--- config.mk ---
export PLATFORM = sky130hd
export DESIGN_NAME = nfc_top
export DESIGN_NICKNAME = d
export VERILOG_FILES = /design/src/rtl/nfc_pkg.sv /design/src/rtl/nfc_scale.sv /design/src/rtl/nfc_top.sv
export VERILOG_INCLUDE_DIRS = /design/src /design/src/rtl
export SDC_FILE = /design/constraint.sdc
export NUM_CORES = 2
export LEC_CHECK = 0
export BUFFER_PORTS_ARGS = -buffer_cell sky130_fd_sc_hd__buf_4
export CORE_UTILIZATION = 40
export CTS_CLUSTER_SIZE = 30
export DETAILED_ROUTE_END_ITERATION = 10
export SLEW_MARGIN = 20
export SYNTH_ARGS = -nofsm -noshare
export SYNTH_HDL_FRONTEND = slang
export SYNTH_SLANG_ARGS = --single-unit
--- constraint.sdc ---
create_clock -name CLK -period 16.6 [get_ports CLK]
set_clock_uncertainty 0.1 [all_clocks]
set_input_delay 2.49 -clock CLK [delete_from_list [all_inputs] [get_ports CLK]]
set_output_delay 2.49 -clock CLK [all_outputs]
set_load 0.05 [all_outputs]
--- src/rtl/nfc_cfg.svh ---
// constants for the normalized fixed/float converter
`ifndef NFC_CFG_SVH
`define NFC_CFG_SVH
`define NFC_LAT 2
`define NFC_SIGN_BIT 31
`define NFC_EXP_HI 30
`define NFC_EXP_LO 23
`define NFC_MAN_W 23
`define NFC_BIAS 8'h7F
`define NFC_FRAC_W 32
`define NFC_ONE 32'h3F800000
`define NFC_NEG_ONE 32'hBF800000
`define NFC_PINF 32'h7F800000
`define NFC_QNAN 32'h7FC00000
`define NFC_ZERO 32'h00000000
`define NFC_B_DEF 8
`define NFC_B_MIN 2
`define NFC_B_MAX 24
`endif

--- src/rtl/nfc_pkg.sv ---
// types for the normalized fixed/float converter
package nfc_pkg;
  typedef enum logic [2:0] {
    NFC_OP_UN2F = 3'b000,
    NFC_OP_SN2F = 3'b001,
    NFC_OP_F2UN = 3'b010,
    NFC_OP_F2SN = 3'b011,
    NFC_OP_SNCL = 3'b100,
    NFC_OP_F2UF = 3'b101,
    NFC_OP_MUL = 3'b110,
    NFC_OP_NOP = 3'b111
  } nfc_op_t;
endpackage : nfc_pkg

--- src/rtl/nfc_scale.sv ---
// float to normalized code: clamp, scale and round to nearest
`timescale 1ns/1ps
`include "nfc_cfg.svh"
module nfc_scale #(
  parameter int B = `NFC_B_DEF
) (
  input wire logic [31:0] f,
  input wire logic sgn_mode,
  output logic [B-1:0] code
);
  localparam int FW = `NFC_FRAC_W;
  localparam int PW = FW + B + 2;
  localparam logic [B:0] UMAX = {1'b0, {B{1'b1}}};
  localparam logic [B:0] SMAX = {2'b00, {(B-1){1'b1}}};

  wire logic neg = f[`NFC_SIGN_BIT];
  wire logic [7:0] ex = f[`NFC_EXP_HI:`NFC_EXP_LO];
  wire logic is_nan = (&ex) && (|f[`NFC_MAN_W-1:0]);
  // denormals and zeros flush to zero so the answer stays deterministic
  wire logic is_zero = (ex == 8'h00) || is_nan || (neg && !sgn_mode); // RULE_05 RULE_15
  wire logic big = (ex >= `NFC_BIAS); // RULE_05 RULE_07
  wire logic [7:0] sh = `NFC_BIAS - ex;
  wire logic [FW:0] fx_raw = {1'b1, f[`NFC_MAN_W-1:0], {(FW-`NFC_MAN_W){1'b0}}} >> sh;
  wire logic [FW:0] fx = is_zero ? '0 : (big ? {1'b1, {FW{1'b0}}} : fx_raw);
  wire logic [B:0] dmul = sgn_mode ? SMAX : UMAX; // RULE_05 RULE_07
  wire logic [PW-1:0] prod = PW'(fx) * PW'(dmul);
  // exact products land on an integer and the half-add leaves them alone
  wire logic [PW-1:0] rnd = prod + PW'({1'b1, {(FW-1){1'b0}}}); // RULE_06 RULE_08
  wire logic [B-1:0] mag = rnd[FW+B-1:FW];

  assign code = (sgn_mode && neg) ? B'(~mag + 1'b1) : mag; // RULE_08 RULE_09
endmodule : nfc_scale

--- src/rtl/nfc_top.sv ---
// normalized fixed/float conversion and float multiply datapath
// What this block does
// RULE_01: unsigned code divided by all-ones, float
// RULE_02: signed code over max, floored at -1
// RULE_03: most negative signed code gives -1.0
// RULE_04: filtered signed values clamp to -1.0
// RULE_05: float clamps to [0,1], scales, rounds
// RULE_06: exact integers kept; 0,1 give 0,max
// RULE_07: float clamps to [-1,1], scales, rounds
// RULE_08: -1,0,1 give -max, 0, max exactly
// RULE_09: codes are two's complement or binary
// RULE_10: float rounding either neighbour, overflow inf
// RULE_11: unsigned float: negatives zero, specials kept
// RULE_12: single precision, range beyond two^32
// RULE_13: times zero, times one identities exact; a denormal times one gives signed zero
// RULE_14: infinity and nan handled, never undefined
// RULE_15: denormals and negative zero deterministic
// RULE_16: no divide stalls, no traps
// RULE_17: width parameter, valid in, fixed latency
`timescale 1ns/1ps
`include "nfc_cfg.svh"
module nfc_top #(
  parameter int B = `NFC_B_DEF
) (
  input wire logic CLK,
  input wire logic SRST,
  input wire logic IN_VALID,
  input wire logic [2:0] IN_OP,
  input wire logic [31:0] IN_A,
  input wire logic [31:0] IN_B,
  input wire logic [B-1:0] IN_CODE,
  output logic OUT_VALID,
  output logic [31:0] OUT_FLOAT,
  output logic [B-1:0] OUT_CODE
);

  ////////////////////////////////////////////////////////////////////////////
  // parameter check and constants

  if (B < `NFC_B_MIN || B > `NFC_B_MAX) begin : g_bad_width
    $error("nfc_top: B must lie in 2..24 for exact float conversion");
  end

  localparam logic [B-1:0] UMAX = '1;
  localparam logic [B-1:0] SMAX = {1'b0, {(B-1){1'b1}}};
  localparam logic [B-1:0] SMIN = {1'b1, {(B-1){1'b0}}};
  localparam logic [B-1:0] SNEG = SMIN + 1'b1;

  ////////////////////////////////////////////////////////////////////////////
  // functions

  // c / (2^w - 1) is the binary fraction 0.ccc... repeating with period w,
  // so no divider is needed and nothing can stall on a zero divisor
  function automatic logic [31:0] norm_to_float(input logic [23:0] mag, input int w);
    logic [47:0] pat;
    logic [47:0] shd;
    logic [5:0] lz;
    logic found;
    logic [24:0] m25;
    logic [7:0] ex;
    pat = '0;
    lz = '0;
    found = 1'b0;
    for (int i = 0; i < 48; i++) begin
      pat[47-i] = mag[w-1-(i%w)]; // RULE_01 RULE_16
    end
    for (int i = 47; i >= 0; i--) begin
      if (!found && pat[i]) begin
        found = 1'b1;
        lz = 6'(47 - i);
      end
    end
    shd = pat << lz;
    m25 = {2'b01, shd[46:24]} + {24'h000000, shd[23]}; // RULE_10
    ex = `NFC_BIAS - 8'h01 - {2'b00, lz};
    if (m25[24]) begin
      ex = ex + 8'h01;
    end
    if (mag == 24'h000000) begin
      norm_to_float = `NFC_ZERO;
    end else if (mag == 24'((24'h000001 << w) - 24'h000001)) begin
      norm_to_float = `NFC_ONE; // RULE_01
    end else begin
      norm_to_float = {1'b0, ex, m25[22:0]};
    end
  endfunction : norm_to_float

  // single precision multiply, truncating, denormal inputs read as zero
  function automatic logic [31:0] fmul(input logic [31:0] x, input logic [31:0] y);
    logic s;
    logic [7:0] ex;
    logic [7:0] ey;
    logic xz;
    logic yz;
    logic xi;
    logic yi;
    logic xn;
    logic yn;
    logic [47:0] p;
    logic [9:0] e;
    logic [22:0] m;
    s = x[31] ^ y[31];
    ex = x[30:23];
    ey = y[30:23];
    xz = (ex == 8'h00);
    yz = (ey == 8'h00);
    xn = (&ex) && (|x[22:0]);
    yn = (&ey) && (|y[22:0]);
    xi = (&ex) && !(|x[22:0]);
    yi = (&ey) && !(|y[22:0]);
    p = {24'h000000, 1'b1, x[22:0]} * {24'h000000, 1'b1, y[22:0]};
    e = {2'b00, ex} + {2'b00, ey} - 10'h07F + {9'h000, p[47]};
    m = p[47] ? p[46:24] : p[45:23];
    if (xn || yn || (xi && yz) || (yi && xz)) begin
      fmul = `NFC_QNAN; // RULE_14
    end else if (xi || yi) begin
      fmul = {s, 31'(`NFC_PINF)}; // RULE_14
    end else if (xz || yz) begin
      fmul = {s, 31'h00000000}; // RULE_13 RULE_15
    end else if (e[9] || e == 10'h000) begin
      fmul = {s, 31'h00000000};
    end else if (e >= 10'h0FF) begin
      fmul = {s, 31'(`NFC_PINF)}; // RULE_10 RULE_12
    end else begin
      fmul = {s, e[7:0], m}; // RULE_13
    end
  endfunction : fmul

  ////////////////////////////////////////////////////////////////////////////
  // stage one: operand capture

  logic v1_r;
  nfc_pkg::nfc_op_t op1_r;
  logic [31:0] a1_r;
  logic [31:0] b1_r;
  logic [B-1:0] c1_r;

  always_ff @(posedge CLK) begin
    if (SRST) begin
      v1_r <= 1'b0;
      op1_r <= nfc_pkg::NFC_OP_NOP;
      a1_r <= '0;
      b1_r <= '0;
      c1_r <= '0;
    end else begin
      v1_r <= IN_VALID; // RULE_17
      op1_r <= nfc_pkg::nfc_op_t'(IN_OP);
      a1_r <= IN_A;
      b1_r <= IN_B;
      c1_r <= IN_CODE;
    end
  end

  ////////////////////////////////////////////////////////////////////////////
  // stage two: conversion datapath

  wire logic c_neg = c1_r[B-1];
  wire logic [B-1:0] c_abs = c_neg ? B'(~c1_r + 1'b1) : c1_r; // RULE_09
  // SMIN negates to itself, so anything at or below -max takes -1.0
  wire logic sn_floor = c_neg && (c1_r == SMIN || c1_r == SNEG); // RULE_02 RULE_03
  wire logic [31:0] un_f = norm_to_float(24'(c1_r), B); // RULE_01
  wire logic [31:0] sn_mag = norm_to_float(24'(c_abs), B - 1); // RULE_02
  wire logic [31:0] sn_f = sn_floor ? `NFC_NEG_ONE : {c_neg, sn_mag[30:0]}; // RULE_02 RULE_03

  wire logic a_nan = (&a1_r[30:23]) && (|a1_r[22:0]);
  wire logic a_below = a1_r[31] && (a1_r[30:0] > 31'(`NFC_ONE));
  wire logic [31:0] cl_f = (a_below && !a_nan) ? `NFC_NEG_ONE : a1_r; // RULE_04
  wire logic [31:0] uf_f = a_nan ? a1_r : (a1_r[31] ? `NFC_ZERO : a1_r); // RULE_11
  wire logic [31:0] mul_f = fmul(a1_r, b1_r); // RULE_12 RULE_13

  wire logic is_sgn = (op1_r == nfc_pkg::NFC_OP_F2SN);
  logic [B-1:0] sc_code;

  nfc_scale #(
    .B(B)
  ) u_scale (
    .f(a1_r),
    .sgn_mode(is_sgn),
    .code(sc_code)
  );

  logic [31:0] fl_nxt;
  logic [B-1:0] cd_nxt;

  always_comb begin
    fl_nxt = `NFC_ZERO;
    cd_nxt = '0;
    case (op1_r)
      nfc_pkg::NFC_OP_UN2F: fl_nxt = un_f;
      nfc_pkg::NFC_OP_SN2F: fl_nxt = sn_f;
      nfc_pkg::NFC_OP_F2UN: cd_nxt = sc_code; // RULE_05
      nfc_pkg::NFC_OP_F2SN: cd_nxt = sc_code; // RULE_07
      nfc_pkg::NFC_OP_SNCL: fl_nxt = cl_f;
      nfc_pkg::NFC_OP_F2UF: fl_nxt = uf_f;
      nfc_pkg::NFC_OP_MUL: fl_nxt = mul_f;
      default: begin
        fl_nxt = `NFC_ZERO;
        cd_nxt = '0;
      end
    endcase
  end

  ////////////////////////////////////////////////////////////////////////////
  // output registers; the pipe never stalls, whatever the operands

  always_ff @(posedge CLK) begin
    if (SRST) begin
      OUT_VALID <= 1'b0;
      OUT_FLOAT <= '0;
      OUT_CODE <= '0;
    end else begin
      OUT_VALID <= v1_r; // RULE_16 RULE_17
      OUT_FLOAT <= fl_nxt;
      OUT_CODE <= cd_nxt;
    end
  end

  ////////////////////////////////////////////////////////////////////////////
  // assertions

  property p_latency;
    @(posedge CLK) disable iff (SRST)
    IN_VALID |-> ##2 OUT_VALID;
  endproperty
  a_latency: assert property (p_latency) else $error("valid lost in pipe"); // RULE_17

  property p_no_ghost;
    @(posedge CLK) disable iff (SRST)
    !IN_VALID ##1 1'b1 |=> !OUT_VALID;
  endproperty
  a_no_ghost: assert property (p_no_ghost) else $error("valid without request"); // RULE_17

  property p_un_max;
    @(posedge CLK) disable iff (SRST)
    (IN_VALID && IN_OP == 3'h0 && IN_CODE == UMAX) |-> ##2 (OUT_FLOAT == `NFC_ONE);
  endproperty
  a_un_max: assert property (p_un_max) else $error("unsigned max not 1.0"); // RULE_01

  property p_un_range;
    @(posedge CLK) disable iff (SRST)
    (IN_VALID && IN_OP == 3'h0) |-> ##2 (!OUT_FLOAT[31] && OUT_FLOAT <= `NFC_ONE);
  endproperty
  a_un_range: assert property (p_un_range) else $error("unsigned result out of 0..1"); // RULE_01

  property p_sn_min;
    @(posedge CLK) disable iff (SRST)
    (IN_VALID && IN_OP == 3'h1 && IN_CODE == SMIN) |-> ##2 (OUT_FLOAT == `NFC_NEG_ONE);
  endproperty
  a_sn_min: assert property (p_sn_min) else $error("min code not -1.0"); // RULE_03

  property p_sn_floor;
    @(posedge CLK) disable iff (SRST)
    (IN_VALID && IN_OP == 3'h1) |-> ##2 (OUT_FLOAT[30:0] <= 31'(`NFC_ONE));
  endproperty
  a_sn_floor: assert property (p_sn_floor) else $error("signed result beyond 1.0"); // RULE_02

  property p_cl_floor;
    @(posedge CLK) disable iff (SRST)
    (IN_VALID && IN_OP == 3'h4 && IN_A[31] && IN_A[30:23] != 8'hFF) |->
      ##2 (OUT_FLOAT[30:0] <= 31'(`NFC_ONE));
  endproperty
  a_cl_floor: assert property (p_cl_floor) else $error("clamp let value below -1"); // RULE_04

  property p_f2un_ends;
    @(posedge CLK) disable iff (SRST)
    (IN_VALID && IN_OP == 3'h2 && (IN_A == `NFC_ONE || IN_A[31])) |->
      ##2 (OUT_CODE == ($past(IN_A[31], 2) ? '0 : UMAX));
  endproperty
  a_f2un_ends: assert property (p_f2un_ends) else $error("unsigned end code wrong"); // RULE_05 RULE_06

  property p_f2sn_ends;
    @(posedge CLK) disable iff (SRST)
    (IN_VALID && IN_OP == 3'h3 && IN_A[30:0] == 31'(`NFC_ONE)) |->
      ##2 (OUT_CODE == ($past(IN_A[31], 2) ? SNEG : SMAX));
  endproperty
  a_f2sn_ends: assert property (p_f2sn_ends) else $error("signed end code wrong"); // RULE_07 RULE_08

  property p_uf_neg;
    @(posedge CLK) disable iff (SRST)
    (IN_VALID && IN_OP == 3'h5 && IN_A[31] && !(IN_A[30:23] == 8'hFF && |IN_A[22:0])) |->
      ##2 (OUT_FLOAT == `NFC_ZERO);
  endproperty
  a_uf_neg: assert property (p_uf_neg) else $error("negative not zeroed"); // RULE_11

  property p_mul_zero;
    @(posedge CLK) disable iff (SRST)
    (IN_VALID && IN_OP == 3'h6 && IN_B[30:0] == 31'h0 && IN_A[30:23] != 8'hFF) |->
      ##2 (OUT_FLOAT[30:0] == 31'h0);
  endproperty
  a_mul_zero: assert property (p_mul_zero) else $error("x*0 not zero"); // RULE_13

  property p_mul_one;
    @(posedge CLK) disable iff (SRST)
    (IN_VALID && IN_OP == 3'h6 && IN_B == `NFC_ONE && IN_A[30:23] != 8'h00
      && IN_A[30:23] != 8'hFF) |-> ##2 (OUT_FLOAT == $past(IN_A, 2));
  endproperty
  a_mul_one: assert property (p_mul_one) else $error("x*1 changed x"); // RULE_13

  c_un: cover property (@(posedge CLK) disable iff (SRST) IN_VALID && IN_OP == 3'h0 ##2 OUT_VALID);
  c_sn_min: cover property (@(posedge CLK) disable iff (SRST) IN_VALID && IN_OP == 3'h1 && IN_CODE == SMIN);
  c_f2sn: cover property (@(posedge CLK) disable iff (SRST) IN_VALID && IN_OP == 3'h3 && IN_A[31]);
  c_mul_b2b: cover property (@(posedge CLK) disable iff (SRST) (IN_VALID && IN_OP == 3'h6)[*3]);

endmodule : nfc_top

==> summary.md <==
| Metric | Value |
|---|---|
| Period utilization | `0.722` |
| DR DRC count | `0` |
| Initial antenna violation count | `1` |
| Critical path's most frequent cell | `fa_1` |
| Number of synthesis warnings | `0` |
| Worst Tran Pin Value | `1170 ps` |
| All-Layer GR Usage | `0.231` |
| Multi-input logic area | `~26000 um2` |
| CTS tree | `done` |
| Top post-synthesis cells by count | `inv_1, fa_1, nand2_1` |
| CP max stage delay | `1000 ps` |
| Share of the synthesized area in the top cell type | `0.413` |
| Critical path endpoint category | `flip-flop` |
| Core Area | `79300 um2` |
| Critical Path Fanout Max | `26` |
| Peak VDD IR | `0.120 mV` |
| Final wirelength | `90.0 mm` |
| Sequential area share after synthesis | `0.0728` |
| Flop-to-flop setup slack | `roughly 4600 ps` |
| Post-Place Worst Slack | `roughly 4600 ps` |
| Slowest CP cell | `dfxtp_1` |
| CP required | `16900 ps` |
| Combinational family with the most area after synthesis | `adder cells` |
| Fillers | `7900` |
| Via Count | `24602` |
| Area grow syn2layout | `7.57%` |
| Status | `finished, final reports clean` |
| Crit path kind | `reg -> reg` |
| Max-Cap Viols | `0` |
| H-tree depth | `4` |
| Post-Layout Cell Count | `~4700` |
| Vias per cell | `5.21` |
| Root Driver | `clkbuf_16` |
| Post-Synth XOR/XNOR Area | `0.0174` |
| Final min period | `approximately 12000 ps` |
| 1st-iter DRT viols | `~1800` |
| Main synth FF type | `dfxtp_1` |
| Core Rows | `about 100` |
| Buf+Inv Stages, Crit Path | `6` |
| Nets | `~4700` |
| Vias in the first global route | `approximately 26000` |
| FFs w/ async S/R, synth | `0` |
| Leak | `16.6 nW` |
| Post-synthesis average cell area | `8.78 um2` |
| CP arrival | `between 10000 and 15000 ps` |
| Synth Cell Area | `32200 um2` |
| Cell Pwr Density | `about 69 nW/um2` |
| Largest net degree at the start of global routing | `45` |
| CTS buffer count | `17` |
| Delay-heaviest family, CP | `adder cells` |
| PostCTS Resize Cnt | `0` |
| Post-route setup slack | `4620 ps` |
| Hold_buf cts | `0` |
| Mapped Nets | `between 4000 and 5000` |
| Final Setup Violations | `0` |
| Die Height | `roughly 290 um` |
| Pre-antenna DRT Iters | `6` |
| Slew Limit Fails | `0` |
| GRT overflow | `0` |
| Clk_lat worst skew | `510 ps` |
| Routability congestion estimate | `0.876` |
| First-pass GRT wire length | `145 mm` |
| Worst setup SP type | `flip-flop` |
| CTS max path bufs | `2` |
| Die W | `approximately 290 um` |
| Placed insts | `4686` |
| Die area | `81500 um2` |
| Sequential Area | `2360 um2` |
| Wire per inst | `~19 um` |
| Cells after synthesis | `approximately 3700` |
| Netlist cell types | `just under 90` |
| Relative slew slack | `0.215` |
| RSZ-0062 raised after global routing | `no` |
| Final Hold Vio Count | `0` |
| WHS | `approximately 340 ps` |
| F_max | `0.0834 GHz` |
| PortBufs | `between 100 and 150` |
| Adder-cell share of the synthesized area | `0.523` |
| Clk sinks | `around 120` |
| Io pins | `119` |
| Synth top area cells | `fa_1, ha_1, inv_1` |
| Post-synthesis simple-gate area fraction | `0.165` |
| Setup bufs post-CTS | `0` |
| Setup TNS Final | `0 ps` |
| Worst Hold Class | `reg -> reg` |
| Initial Util | `0.406` |
| Fraction of layout cells with a size suffix above 1 | `0.0692` |
| Synth area leader | `fa_1` |
| #FFs+latches synth | `117` |
| Most numerous cell in the Yosys netlist | `inv_1` |
| Clk slew on worst S/H paths | `70 ps` |
| HPWL Detailed | `67.6 mm` |
| Post-synth EDFFs | `0` |
| Post-synthesis mux area share | `0.0204` |
| DRT antenna net count | `0` |
| Fin util | `0.436` |
| Compound-Gate Fraction of Synth Area | `0.0849` |
## stage by stage
step	cell area (um2)	total power, W
2_1_floorplan	32200	0.00149
3_3_place_gp	34000	0.00194
3_5_place_dp	34000	0.00195
4_1_cts	34600	0.00239
5_1_grt	34600	0.00261
6_report	34600	0.00238
## state kept, by name, summed over array words and instances (netlist names)
| register | cells |
|---|---|
| OUT_FLOAT | 32 |
| a1_r | 32 |
| b1_r | 32 |
| OUT_CODE | 8 |
| c1_r | 8 |
| op1_r | 3 |
| OUT_VALID | 1 |
| v1_r | 1 |
## cells in the final DEF (no fill, tap or decap), types with 15 or more instances in the layout
cell and count:
o211ai_1 22, nand2_1 439, a21o_1 22, and3_1 15
ha_1 281, o22ai_1 24, mux2i_1 52, xor2_1 24
nand2b_1 19, nand4_1 18, xnor2_1 38, nand3_1 45
a31oi_1 20, nor2b_1 89, and2_1 223, fa_1 664
nor2_1 133, o21ai_0 78, nor4_1 16, clkbuf_16 17
inv_1 802, nor3_1 35, buf_4 164, dfxtp_1 104
a21oi_1 88, a211oi_1 26
## per-layer routing
metal	part of all wire	vias to the layer above	track usage
met3	0.065	119	0.0384
met5	0	-	0
met1	0.44	12463	0.313
met4	0.025	0	0.0654
met2	0.47	756	0.379
li1	-	11264	-
## cell families (layout without fill, tap and decap cells)
logic type                 Yosys count  in the layout
adders and majority gates          945            945
AOI/OAI and AO/OA                  401            401
and+or+nand+nor                   1081           1081
buffers and inverters              994            999
muxes                               62             62
other                                0              1
xor gates and xnor gates            63             63
DFF                                117            117
## path summary, 6_finish.rpt
kind	start	to	cells past startpoint
max reg2reg	b1_r[1]	OUT_FLOAT[11]	36
min reg2reg	v1_r	OUT_VALID	1
max	b1_r[1]	OUT_FLOAT[11]	36
min	v1_r	OUT_VALID	1
## report_power, final
group | switching, W | internal (W) | total [W]
logic | 0.000996 | 0.000640 | 0.00164
registers | 0.0000307 | 0.000294 | 0.000325
clock network | 0.000179 | 0.000239 | 0.000418
## layout make-up
cell class / count / area share
inverter: 803 / 0.0871
multi-input combinational: 2552 / 0.753
antenna: 1 / 0.0000723
clock inverter: 15 / 0.00564
clock buffer: 17 / 0.0123
timing repair buffer: 164 / 0.0356
tap: 1050 / 0.0380
sequential: 117 / 0.0682
Note: power is estimated with default switching activity, not from simulation.
